$ cat src/core/thc_pkg.sv
// Package for the two-hand control monitor: timing, LED codes, carriers.
// Assumes a 200 MHz system clock and inputs synchronous to it.
package thc_pkg;

  // ==========================================================
  // Timing
  localparam int unsigned CLK_HZ = 200_000_000;
  localparam int unsigned SIMUL_MS = 500;
  localparam int unsigned FB_OFF_MS = 150;
  localparam int unsigned INIT_CYCLES = 16;
  localparam int unsigned FLASH_MS = 250;
  localparam int unsigned SIMUL_CYCLES = CLK_HZ / 1000 * SIMUL_MS;
  localparam int unsigned FB_OFF_CYCLES = CLK_HZ / 1000 * FB_OFF_MS;
  localparam int unsigned FLASH_CYCLES = CLK_HZ / 1000 * FLASH_MS;

  // ==========================================================
  // Flash code 1,8 pattern: one pulse, pause, eight pulses
  localparam int unsigned CODE_FIRST = 1;
  localparam int unsigned CODE_SECOND = 8;
  localparam logic [4:0] CODE_LEN = 5'h18;

  // ==========================================================
  // Status bits (sticky, write one to clear)
  localparam int unsigned ST_PRE_ERR = 0;
  localparam int unsigned ST_OFF_ERR = 1;
  localparam int unsigned ST_SIMUL_ERR = 2;
  localparam int unsigned ST_ON = 3;
  localparam int unsigned ST_OFF = 4;
  localparam logic [4:0] MASK_RESET = 5'h00;

  // Register indices
  localparam logic [1:0] ADR_STATUS = 2'h0;
  localparam logic [1:0] ADR_MASK = 2'h1;
  localparam logic [1:0] ADR_STATE = 2'h2;

  // ==========================================================
  // Carriers
  typedef struct packed {
    logic button_one;
    logic button_two;
    logic feedback_loop_first;
    logic feedback_loop_second;
    logic or_link_input;
    logic and_link_input;
    logic mode_strap;
  } thc_in_s;

  typedef struct packed {
    logic safety_one;
    logic safety_two;
    logic aux_status_output;
    logic power_led;
    logic channel_one_led;
    logic channel_two_led;
  } thc_out_s;

  // Main controller states
  typedef enum logic [6:0] {
    THC_INIT = 7'h01,
    THC_WAIT_FB = 7'h02,
    THC_IDLE = 7'h04,
    THC_ARMED = 7'h08,
    THC_ON = 7'h10,
    THC_RELEASE = 7'h20,
    THC_LOCKED = 7'h40
  } thc_state_e;

endpackage : thc_pkg

$ cat src/core/thc_monitor.sv
// Two-hand control monitor top: sequencing, feedback checks, LEDs, registers.
// Assumes inputs synchronous to clk_sys_i, high means pressed or closed.
//
// The implementer's own choices: strobed register access and the address map.
`timescale 1ns/1ps
`default_nettype none
module thc_monitor
  import thc_pkg::*;
#(
  parameter int unsigned SIMUL_CNT = SIMUL_CYCLES,
  parameter int unsigned FB_OFF_CNT = FB_OFF_CYCLES,
  parameter int unsigned FLASH_CNT = FLASH_CYCLES
) (
  input wire logic clk_sys_i,
  input wire logic rst_i,
  input wire thc_in_s pins_i,
  input wire logic [1:0] reg_addr_i,
  input wire logic [7:0] reg_wdata_i,
  input wire logic reg_wr_i,
  input wire logic reg_rd_i,
  output logic [7:0] reg_rdata_o,
  output logic irq_o,
  output thc_out_s pins_o,
  output logic auto_mode_o
);
  // ==========================================================
  // State
  thc_state_e state; // Main state
  thc_state_e next_state; // Next main state
  logic [4:0] init_cnt; // Initialisation counter
  logic [4:0] status; // Sticky events
  logic [4:0] mask; // Interrupt mask
  logic off_fault; // Latched switch-off error
  logic pre_fault; // Pre-switch-on error pending
  logic out_q; // Safety outputs on
  logic [1:0] fb_watch; // Loops being checked after off
  logic flash_tick; // Flash period tick
  logic flash_phase; // Alternating phase
  logic [4:0] code_pos; // Position in flash code

  // ==========================================================
  // Decoding
  wire logic any_press = pins_i.button_one | pins_i.button_two;
  wire logic both_press = pins_i.button_one & pins_i.button_two;
  wire logic both_rel = !any_press;
  wire logic fb_one_ok = pins_i.feedback_loop_first;
  wire logic fb_two_ok = pins_i.feedback_loop_second;
  wire logic fb_ok = fb_one_ok & fb_two_ok;
  // link inputs, either the AND or the OR link alone enables
  wire logic link_ok = pins_i.and_link_input | pins_i.or_link_input;
  wire logic init_done = (init_cnt == 5'(INIT_CYCLES));
  wire logic simul_exp;
  wire logic fb_exp;
  wire logic flash_exp;
  wire logic wr_status = reg_wr_i && (reg_addr_i == ADR_STATUS);
  wire logic wr_mask = reg_wr_i && (reg_addr_i == ADR_MASK);
  // Sticky status events, one bit each
  wire logic ev_on = (state == THC_ARMED) && (next_state == THC_ON);
  wire logic ev_off = out_q && (next_state != THC_ON);
  wire logic ev_simul = (state == THC_ARMED) && simul_exp && both_press;
  wire logic ev_pre = (state == THC_ARMED) && both_press && !simul_exp && !fb_ok;
  // Watched loops that are still open after switch-off
  wire logic fb_pending = |(fb_watch & ~{fb_two_ok, fb_one_ok});
  wire logic ev_off_err = fb_exp && fb_pending && !off_fault;
  wire logic [4:0] events = {ev_off, ev_on, ev_simul, ev_off_err, ev_pre};

  // ==========================================================
  // Timers
  // Each timer reloads on its start event and counts down
  // Expiry stands while the timer keeps running, so a late second
  // press still sees the miss however long the first was held
  // window starts at first press
  thc_timer #(.COUNT(SIMUL_CNT)) u_simul (
    .clk_sys_i(clk_sys_i),
    .rst_i(rst_i),
    .load_i(state == THC_IDLE),
    .run_i(state == THC_ARMED),
    .expired_o(simul_exp)
  );

  thc_timer #(.COUNT(FB_OFF_CNT)) u_fboff (
    .clk_sys_i(clk_sys_i),
    .rst_i(rst_i),
    .load_i(ev_off),
    .run_i(fb_pending),
    .expired_o(fb_exp)
  );

  // Flash period
  thc_timer #(.COUNT(FLASH_CNT)) u_flash (
    .clk_sys_i(clk_sys_i),
    .rst_i(rst_i),
    .load_i(flash_tick),
    .run_i(1'b1),
    .expired_o(flash_exp)
  );

  // ==========================================================
  // Next state
  // Lock check placed last: no button or loop action
  // may ever lead out of a switch-off fault
  always_comb begin
    next_state = state;
    unique case (state)
      THC_INIT: begin
        if (init_done) begin
          next_state = THC_WAIT_FB;
        end
      end
      THC_WAIT_FB: begin
        if (fb_ok && both_rel) begin
          next_state = THC_IDLE;
        end
      end
      THC_IDLE: begin
        if (!fb_ok) begin
          next_state = THC_WAIT_FB;
        end else if (any_press) begin
          next_state = THC_ARMED;
        end
      end
      THC_ARMED: begin
        if (both_rel) begin
          next_state = THC_IDLE;
        end else if (both_press && !simul_exp && fb_ok && link_ok) begin
          next_state = THC_ON;
        end else if (both_press && (simul_exp || !fb_ok)) begin
          next_state = THC_RELEASE;
        end
      end
      THC_ON: begin
        if (!both_press || !link_ok) begin
          next_state = THC_RELEASE;
        end
      end
      THC_RELEASE: begin
        if (both_rel) begin
          next_state = THC_WAIT_FB;
        end
      end
      THC_LOCKED: begin
        next_state = THC_LOCKED;
      end
      default: begin
        next_state = THC_LOCKED;
      end
    endcase
    if (off_fault || ev_off_err) begin
      next_state = THC_LOCKED;
    end
  end

  // State register
  always_ff @(posedge clk_sys_i) begin
    if (rst_i) begin
      state <= THC_INIT;
    end else begin
      state <= next_state;
    end
  end

  // Initialisation counter and mode strap capture
  always_ff @(posedge clk_sys_i) begin
    if (rst_i) begin
      init_cnt <= 5'h00;
      auto_mode_o <= 1'b0;
    end else if (!init_done) begin
      init_cnt <= init_cnt + 5'h01;
      auto_mode_o <= pins_i.mode_strap;
    end
  end

  // ==========================================================
  // Output enable and feedback tracking
  // Mirror of the safety outputs; its fall marks switch-off
  always_ff @(posedge clk_sys_i) begin
    if (rst_i) begin
      out_q <= 1'b0;
    end else begin
      out_q <= (next_state == THC_ON);
    end
  end

  // watch each loop after its output falls
  always_ff @(posedge clk_sys_i) begin
    if (rst_i) begin
      fb_watch <= 2'h0;
    end else if (ev_off) begin
      fb_watch <= 2'h3;
    end else begin
      fb_watch <= fb_watch & ~{fb_two_ok, fb_one_ok};
    end
  end

  // fault latch, cleared by reset only
  always_ff @(posedge clk_sys_i) begin
    if (rst_i) begin
      off_fault <= 1'b0;
    end else if (ev_off_err) begin
      off_fault <= 1'b1;
    end
  end

  always_ff @(posedge clk_sys_i) begin
    if (rst_i) begin
      pre_fault <= 1'b0;
    end else if (ev_pre) begin
      pre_fault <= 1'b1;
    end else if (state == THC_IDLE) begin
      pre_fault <= 1'b0;
    end
  end

  // ==========================================================
  // Flash generation
  // One tick per flash slot; phase gives the alternate pattern
  // and the slot index walks the error code
  always_ff @(posedge clk_sys_i) begin
    if (rst_i) begin
      flash_tick <= 1'b0;
      flash_phase <= 1'b0;
      code_pos <= 5'h00;
    end else begin
      flash_tick <= flash_exp && !flash_tick;
      if (flash_tick) begin
        flash_phase <= !flash_phase;
        code_pos <= (code_pos == CODE_LEN - 5'h01) ? 5'h00 : code_pos + 5'h01;
      end
    end
  end

  // code 1,8: slot 0 one pulse, slots 4..19 eight pulses
  wire logic code_lit = (code_pos < 5'(2 * CODE_FIRST)) ? !code_pos[0] :
                        ((code_pos >= 5'h04) && (code_pos < 5'(4 + 2 * CODE_SECOND)))
                        ? !code_pos[0] : 1'b0;

  // ==========================================================
  // Pin outputs
  // Safety, aux and channel outputs taken from next_state so they move on the state's edge;
  // the lock forces the safety outputs low, channel LEDs show the code
  always_ff @(posedge clk_sys_i) begin
    if (rst_i) begin
      pins_o <= '0;
    end else begin
      pins_o.safety_one <= (next_state == THC_ON);
      pins_o.safety_two <= (next_state == THC_ON);
      pins_o.aux_status_output <= (next_state == THC_ON);
      pins_o.power_led <= (state != THC_INIT);
      if (off_fault) begin
        pins_o.channel_one_led <= code_lit;
        pins_o.channel_two_led <= code_lit;
      end else if (pre_fault) begin
        pins_o.channel_one_led <= flash_phase;
        pins_o.channel_two_led <= !flash_phase;
      end else begin
        pins_o.channel_one_led <= (next_state == THC_ON);
        pins_o.channel_two_led <= (next_state == THC_ON);
      end
    end
  end

  // ==========================================================
  // Registers: status set wins over clear
  // Write one clears a bit; an event in the same cycle
  // keeps its bit set so no event is lost
  always_ff @(posedge clk_sys_i) begin
    if (rst_i) begin
      status <= 5'h00;
      mask <= MASK_RESET;
    end else begin
      status <= (status & ~(wr_status ? reg_wdata_i[4:0] : 5'h00)) | events;
      if (wr_mask) begin
        mask <= reg_wdata_i[4:0];
      end
    end
  end

  // Read data one cycle after the strobe, interrupt level
  // Interrupt follows the status value stored at this edge
  wire logic [7:0] rd_mux = (reg_addr_i == ADR_STATUS) ? {3'h0, status} :
                            (reg_addr_i == ADR_MASK) ? {3'h0, mask} :
                            (reg_addr_i == ADR_STATE) ? {1'b0, state} : 8'h00;
  always_ff @(posedge clk_sys_i) begin
    if (rst_i) begin
      reg_rdata_o <= 8'h00;
      irq_o <= 1'b0;
    end else begin
      reg_rdata_o <= reg_rd_i ? rd_mux : 8'h00;
      irq_o <= |(((status & ~(wr_status ? reg_wdata_i[4:0] : 5'h00)) | events) & mask);
    end
  end
endmodule : thc_monitor
`default_nettype wire

$ cat src/core/thc_timer.sv
// Down counter giving a timeout pulse level after a load.
// Assumes a single clock; load restarts the count.
`timescale 1ns/1ps
`default_nettype none
module thc_timer #(
  parameter int unsigned COUNT = 16
) (
  input wire logic clk_sys_i,
  input wire logic rst_i,
  input wire logic load_i,
  input wire logic run_i,
  output logic expired_o
);
  // ==========================================================
  // Counter
  logic [31:0] cnt; // Remaining cycles
  wire logic zero = (cnt == 32'h0);

  // Load, count down while run holds
  always_ff @(posedge clk_sys_i) begin
    if (rst_i || load_i) begin
      cnt <= 32'(COUNT);
    end else if (run_i && !zero) begin
      cnt <= cnt - 32'h1;
    end
  end

  // Expiry flag set while run holds at zero, cleared by load or run low
  always_ff @(posedge clk_sys_i) begin
    if (rst_i || load_i) begin
      expired_o <= 1'b0;
    end else begin
      expired_o <= run_i && zero;
    end
  end
endmodule : thc_timer
`default_nettype wire

$ cat config.mk
export PLATFORM = sky130hd
export DESIGN_NAME = thc_monitor
export DESIGN_NICKNAME = d
export VERILOG_FILES = /design/src/core/thc_pkg.sv /design/src/core/thc_monitor.sv /design/src/core/thc_timer.sv
export SDC_FILE = /design/constraint.sdc
export NUM_CORES = 1
export LEC_CHECK = 0
export ABC_AREA = 1
export BUFFER_PORTS_ARGS = -buffer_cell sky130_fd_sc_hd__buf_2
export CAP_MARGIN = 10
export CORE_UTILIZATION = 55
export CTS_BUF_LIST = sky130_fd_sc_hd__clkbuf_16
export DETAILED_ROUTE_END_ITERATION = 7
export PLACE_DENSITY = 0.73
export SETUP_SLACK_MARGIN = 0.05
export SLEW_MARGIN = 20
export SYNTH_ARGS = -nofsm -noshare
export SYNTH_HDL_FRONTEND = slang
export SYNTH_SLANG_ARGS = --single-unit
$ cat constraint.sdc
create_clock -name clk_sys_i -period 3.7 [get_ports clk_sys_i]
set_clock_uncertainty 0.15 [all_clocks]
set_input_delay 0.925 -clock clk_sys_i [delete_from_list [all_inputs] [get_ports clk_sys_i]]
set_output_delay 0.925 -clock clk_sys_i [all_outputs]
set_load 0.05 [all_outputs]
After elaboration in Yosys (flattened, before gate mapping). Cells that the tools add are included.

Register bits: 146. Bits in latches: 0. RAM bits: 0. ROM bits: 0. Input port bits: 21. Logic and storage cells: 130. Memories kept: 0.

$add $sub $neg: 5. Multiply operators: 0. Divide/modulo/power cells: 0. Order comparisons: 3. Equal/unequal tests: 13. Shift-type cells: 0. Multiplexer cells: 23. Bitwise logic cells: 12. Reduce and logical (&&, ||, !) cells: 49.

Operators by type and width (number): 32-bit zero test (3); 32-bit by 1-bit subtractor with 32-bit output (second input constant) (3); 7-bit 2-to-1 mux (10); 7-bit case mux with 6 select lines (1); 5-bit 2-to-1 mux (5); 1-bit logical AND (22); 7-bit by 5-bit equality test with 1-bit output (second input constant) (2); 1-bit zero test (11); 5-bit by 1-bit adder with 5-bit output (second input constant) (2); 5-bit bitwise AND (2); 5-bit equality test (second input constant) (2); 5-bit OR reduction (2); 7-bit by 1-bit equality test with 1-bit output (second input constant) (1); 7-bit by 2-bit equality test with 1-bit output (second input constant) (1); 7-bit by 3-bit equality test with 1-bit output (second input constant) (1); 7-bit by 4-bit equality test with 1-bit output (second input constant) (1); 7-bit by 6-bit equality test with 1-bit output (second input constant) (1); 7-bit by 1-bit inequality test with 1-bit output (second input constant) (1); 7-bit by 5-bit inequality test with 1-bit output (second input constant) (1); 1-bit logical OR (6); 2-bit 2-to-1 mux (3); 5-bit by 3-bit greater-or-equal comparator with 1-bit output (second input constant) (1); 5-bit by 2-bit < comparator with 1-bit output (second input constant) (1); 5-bit < comparator (second input constant) (1); 14 further kinds (21).

Longest topological paths before layout.
Word-level depth: 14. Depth in mapped cells: 13. Mapped depth without buffers: 13.

Cells and area by module. A second synthesis with hierarchy kept.

Cell total of the unflattened synthesis: 1295. Area, all modules: 8495.6 sq um.

Modules (own cells, without submodules): thc_monitor (times used 1, cells each 295, area an instance 2164.6 sq um, sequential area each 920.9 sq um); thc_timer (u_fboff) (times used 1, cells each 340, area an instance 2133.3 sq um, sequential area each 660.6 sq um); thc_timer (u_simul) (times used 1, cells each 332, area an instance 2124.5 sq um, sequential area each 660.6 sq um); thc_timer (u_flash) (times used 1, cells each 328, area an instance 2073.2 sq um, sequential area each 660.6 sq um).

Worst setup path after synthesis. OpenSTA, ideal clock, no wires.

Path type: input to register. From: input pins_i[6] (netlist name). To: register u_fboff.cnt[7]. Library setup time: 0.126 ns. Arrival time: 1.927 ns. Slack: 1.497 ns. Stages on the path: 12. Buffers on the path: 1. Path through: nand2_1 -> nor2_2 -> nand2_2 -> nand2_1 -> nand3_1 -> nand2_1 -> nand2_2 -> nand2_4 -> nand2_2 -> inv_2 -> buf_6 -> o211ai_1.

Longest elaborated chain between the ends: 11.

RTL lines: start: declaration (RTL line thc_monitor.sv:16) `input wire thc_in_s pins_i,`; 1-bit bitwise AND (RTL line thc_monitor.sv:44) `wire logic both_press = pins_i.button_one & pins_i.button_two;`; 1-bit logical AND (3 in a row) (RTL line thc_monitor.sv:125) `end else if (both_press && !simul_exp && fb_ok && link_ok) begin`; 7-bit 2-to-1 mux (RTL line thc_monitor.sv:125); 7-bit 2-to-1 mux (RTL line thc_monitor.sv:123) `if (both_rel) begin`; 7-bit case mux with 6 select lines * (RTL line thc_monitor.sv:104) `unique case (state)`; 7-bit 2-to-1 mux * (RTL line thc_monitor.sv:148) `if (off_fault || ev_off_err) begin`; 7-bit by 5-bit inequality test with 1-bit output * (RTL line thc_monitor.sv:59) `wire logic ev_off = out_q && (next_state != THC_ON);`; 1-bit logical AND * (RTL line thc_monitor.sv:59); 1-bit logical OR * (RTL line thc_timer.sv:21) `if (rst_i || load_i) begin`; end signal: assignment (RTL line thc_timer.sv:22) `cnt <= 32'(COUNT);`; end signal: assignment (RTL line thc_timer.sv:24) `cnt <= cnt - 32'h1;`; end: declaration (RTL line thc_timer.sv:16) `logic [31:0] cnt;`.

Mark *: on every way between the ends. The rest lies on a longest branch, timed or not. A chain may end at the register's enable or synchronous reset.

Worst setup path after layout.
From: register u_simul.cnt[0]. To: register u_simul.cnt[7].

Longest elaborated chain between the ends: 3.

RTL lines (RTL line): start: declaration (thc_timer.sv:16); start signal: assignment (thc_timer.sv:22); start signal: assignment (thc_timer.sv:24); parallel branches: the longest is 3 deep, another holds 32-bit by 1-bit subtractor with 32-bit output.

Several ways; the timed one is not identified.

==> impl_metrics.tcl <==
set metrics [dict create \
    routabilityCongestion 0.9370 \
    worst_slew_pin_slew_ps 529.4 \
    synthDistinctLibCells 42 \
    drt-total-wl_mm 17.15 \
    n_antenna_cell 0 \
    seq_area_frac_synth_pct 37.49 \
    area.growth.synth_to_final_pct 10.07 \
    hold_viol 0 \
    pwr_density_cell_mw_per_mm2 409.9 \
    seq_area_mm2 0.002903 \
    core_region_area_mm2 0.01351 \
    rows 42 \
    nets_in_the_synthesized_netlist 1152 \
    rsz0062_at_grt "false" \
    grt_antenna_before_repair 0 \
    worstReg2RegStart "u_simul.cnt[0]$_SDFFE_PP0P_" \
    post-synth-top-area-cell "sky130_fd_sc_hd__dfxtp_1" \
    grt_first_pass_wirelength_mm 28.92 \
    initial_utilization_pct 57.34 \
    numPortBuffers 32 \
    tritoncts_num_sinks 145 \
    worstHoldPathType "flop to flop" \
    via_per_inst 5.319 \
    critical_path_class "flop to flop" \
    postSynthRegisterBits 145 \
    dr.first_iter.drc_count 523 \
    setup_viol 0 \
    final_util_pct 63.11 \
    cp_capture_type "flop" \
    dp_slack_ps 1124 \
    clk_pin_slew_worst_paths_ps 60 \
    chipWidth_um 120.7 \
    cts_tree "built" \
    cts_hold_buf 0 \
    worst_hold_path.endpoint "flash_tick$_SDFF_PP0_" \
    min_clock_period_post_route_ps 2457 \
    critPathBufInv 2 \
    critical_path_data_required_time_ps 3860 \
    outcome "completed" \
    route.antenna.remaining_nets 0 \
    worst_skew_pair_later_pin_latency_ps 420 \
    grt_use_total_pct 24.84 \
    cts-resized-gates 0 \
    reg2reg_to "u_simul.cnt[7]$_SDFFE_PP0P_" \
    fillers 1260 \
    timing.final.crit_share_pct 66.42 \
    synth.yosys.warnings 0 \
    netlist_top_cells_area "sky130_fd_sc_hd__dfxtp_1 (37%), sky130_fd_sc_hd__nand2_1 (14%), sky130_fd_sc_hd__nor2_1 (10%), sky130_fd_sc_hd__xnor2_1 (5.2%), sky130_fd_sc_hd__nand3_1 (5.1%)" \
    setup_ws_ps 1243 \
    post-cts-setup-buffers 0 \
    via_total_after_detailed_routing 7154 \
    final_layout_size_suffix_gt1_share_pct 11.29 \
    crit_path_largest_cell_delay_ps 400 \
    timing.reg2reg.worst_path_depth 12 \
    finalNonFillerCells 1345 \
    slew_headroom_pct 64.38 \
    multi_input_comb_area_mm2 0.004333 \
    drv_slew 0 \
    die-area_mm2 0.01456 \
    synth.top_cell.area_share_pct 37.49 \
    timing.reg2reg.setup_slack_ps 1240 \
    whs_ps 273.0 \
    top_delay_family_on_crit_path "simple AND/OR/NAND/NOR gates" \
    vias_in_the_first_global_route 6447 \
    io_pins 37 \
    routed_wl_per_cell_um 12.75 \
    start_kind "flop" \
    final_cell_mix "sky130_fd_sc_hd__nand2_1 (285), sky130_fd_sc_hd__nor2_1 (207), sky130_fd_sc_hd__dfxtp_1 (145), sky130_fd_sc_hd__nand3_1 (79)" \
    drc_errors 0 \
    worst_ir_drop_vdd_mv 0.3513 \
    grt_start_max_net_pins 36 \
    placed_wire_length_estimate_mm 12.44 \
    critical_path_arrival_ps 2620 \
    cts_root_buf "sky130_fd_sc_hd__clkbuf_16" \
    netlist_area_mm2 0.007744 \
    cts.path.max_buffers 2 \
    worst_hold_path.num_cells 2 \
    die-height_um 120.7 \
    clock_tree.htree_level_count 4 \
    final_common_cell "sky130_fd_sc_hd__nand2_1" \
    crit_slowest_cell "sky130_fd_sc_hd__dfxtp_1" \
    maximum_capacitance_violations 0 \
    cp_cell_sequence "inv_1 -> ha_1 -> nand2_1 -> nor2_4 -> nand4_1 -> nand2_4 -> inv_4 -> nand2_2 -> nor2_1 -> nand3_1 -> nand2_1 -> nor2_1" \
    leakagePower_nw 3.374 \
    first_pass_iteration_count_of_the_detailed_router 6 \
    overflow 0 \
    post_synth.cell_area_avg_um2 6.883 \
    hold_path.startpoint "u_flash.expired_o$_SDFF_PP0_" \
    post_route_setup_tns_ps 0 \
    placedCellCount 1313 \
    critical_path.max_fanout 26 \
    cts_inserted_buffers 17 \
    finish.net_count 1183 \
    synth_cells 1125 \
    fmaxAchievable_mhz 406.9 \
]
## synthesized netlist by cell type, drive strengths merged
cell type  number
nand2         296
nor2          238
dfxtp         145
nand3          80
a21oi          79
inv            76
xnor2          46
o21ai          37
nand4          33
xor2           22
buf            20
nor3           14
clkbuf          6
ha              6
nand3b          6
o211ai          4
or2             4
o22ai           3
a31oi           2
o21a            2
o221ai          2
a41oi           1
conb            1
nor3b           1
nor4            1
## worst max path at each step
stage | start | to | slack [ps] | cells after the start
after global placement | pins_i[4] | u_fboff.cnt[8]$_SDFFE_PP1P_ | 1130 | 10
after detailed placement | pins_i[4] | u_fboff.cnt[8]$_SDFFE_PP1P_ | 1120 | 10
final | u_simul.cnt[0]$_SDFFE_PP0P_ | u_simul.cnt[7]$_SDFFE_PP0P_ | 1240 | 12
after floorplan | pins_i[6] | u_fboff.cnt[7]$_SDFFE_PP1P_ | 1500 | 12
after global routing | u_simul.cnt[0]$_SDFFE_PP0P_ | u_simul.cnt[7]$_SDFFE_PP0P_ | 1070 | 12
after CTS | u_simul.cnt[0]$_SDFFE_PP0P_ | u_simul.cnt[7]$_SDFFE_PP0P_ | 1260 | 12
## flip-flops by register name, indices dropped and copies added (netlist names), 2 cells and up
signal	cells
u_fboff.cnt	32
mask	5
u_simul.cnt	32
reg_rdata_o	7
fb_watch	2
code_pos	5
state	7
init_cnt	5
pins_o	4
status	5
u_flash.cnt	32
## metal layers
metal / track usage [%] / part of all wire [%]
met5: 0 / 0
met3: 5.047 / 4.9
met4: 8.719 / 1.6
met1: 33.46 / 49
met2: 39.37 / 45
## layout make-up
cell class | count | share of cell area [%]
repair buffers | 38 | 2.408
flip-flops and latches | 145 | 34.06
clock inverters | 15 | 1.688
clock buffers | 17 | 4.991
multi-input cells | 878 | 50.84
inverters | 76 | 3.435
well taps | 176 | 2.584
## through the flow
stage | cell area (um2) | power, mW
floorplan | 7744 | 1.810
global placement | 7954 | 1.866
detailed placement | 7954 | 1.866
CTS | 8523 | 3.518
global route | 8523 | 3.629
finish | 8523 | 3.494
## kinds of logic after synthesis
logic type      count (synthesis)  share of synthesized area [%]
flops                         145                          37.49
xor+xnor                       68                          7.691
simple gates                  673                          37.94
other cells                     1                        0.04843
compound gates                130                          9.307
fa+ha+maj                       6                         0.9694
buf+inv                       102                          6.560
## where the power goes
| part | total [mW] | leakage (nW) | internal, mW | switching (mW) |
|---|---|---|---|---|
| Clock | 1.66 | 0.268 | 0.984 | 0.673 |
| Combinational | 0.223 | 1.93 | 0.0662 | 0.157 |
| Sequential | 1.61 | 1.17 | 1.59 | 0.0239 |
| Total | 3.49 | 3.37 | 2.64 | 0.853 |
## tightest hold or removal path, delay by kind of cell, from the launching register on
| family | cells | cell delay, ps |
|---|---|---|
| DFF | 1 | 290 |
| and+or+nand+nor | 2 | 80 |
Note: power is estimated with default switching activity, not from simulation.
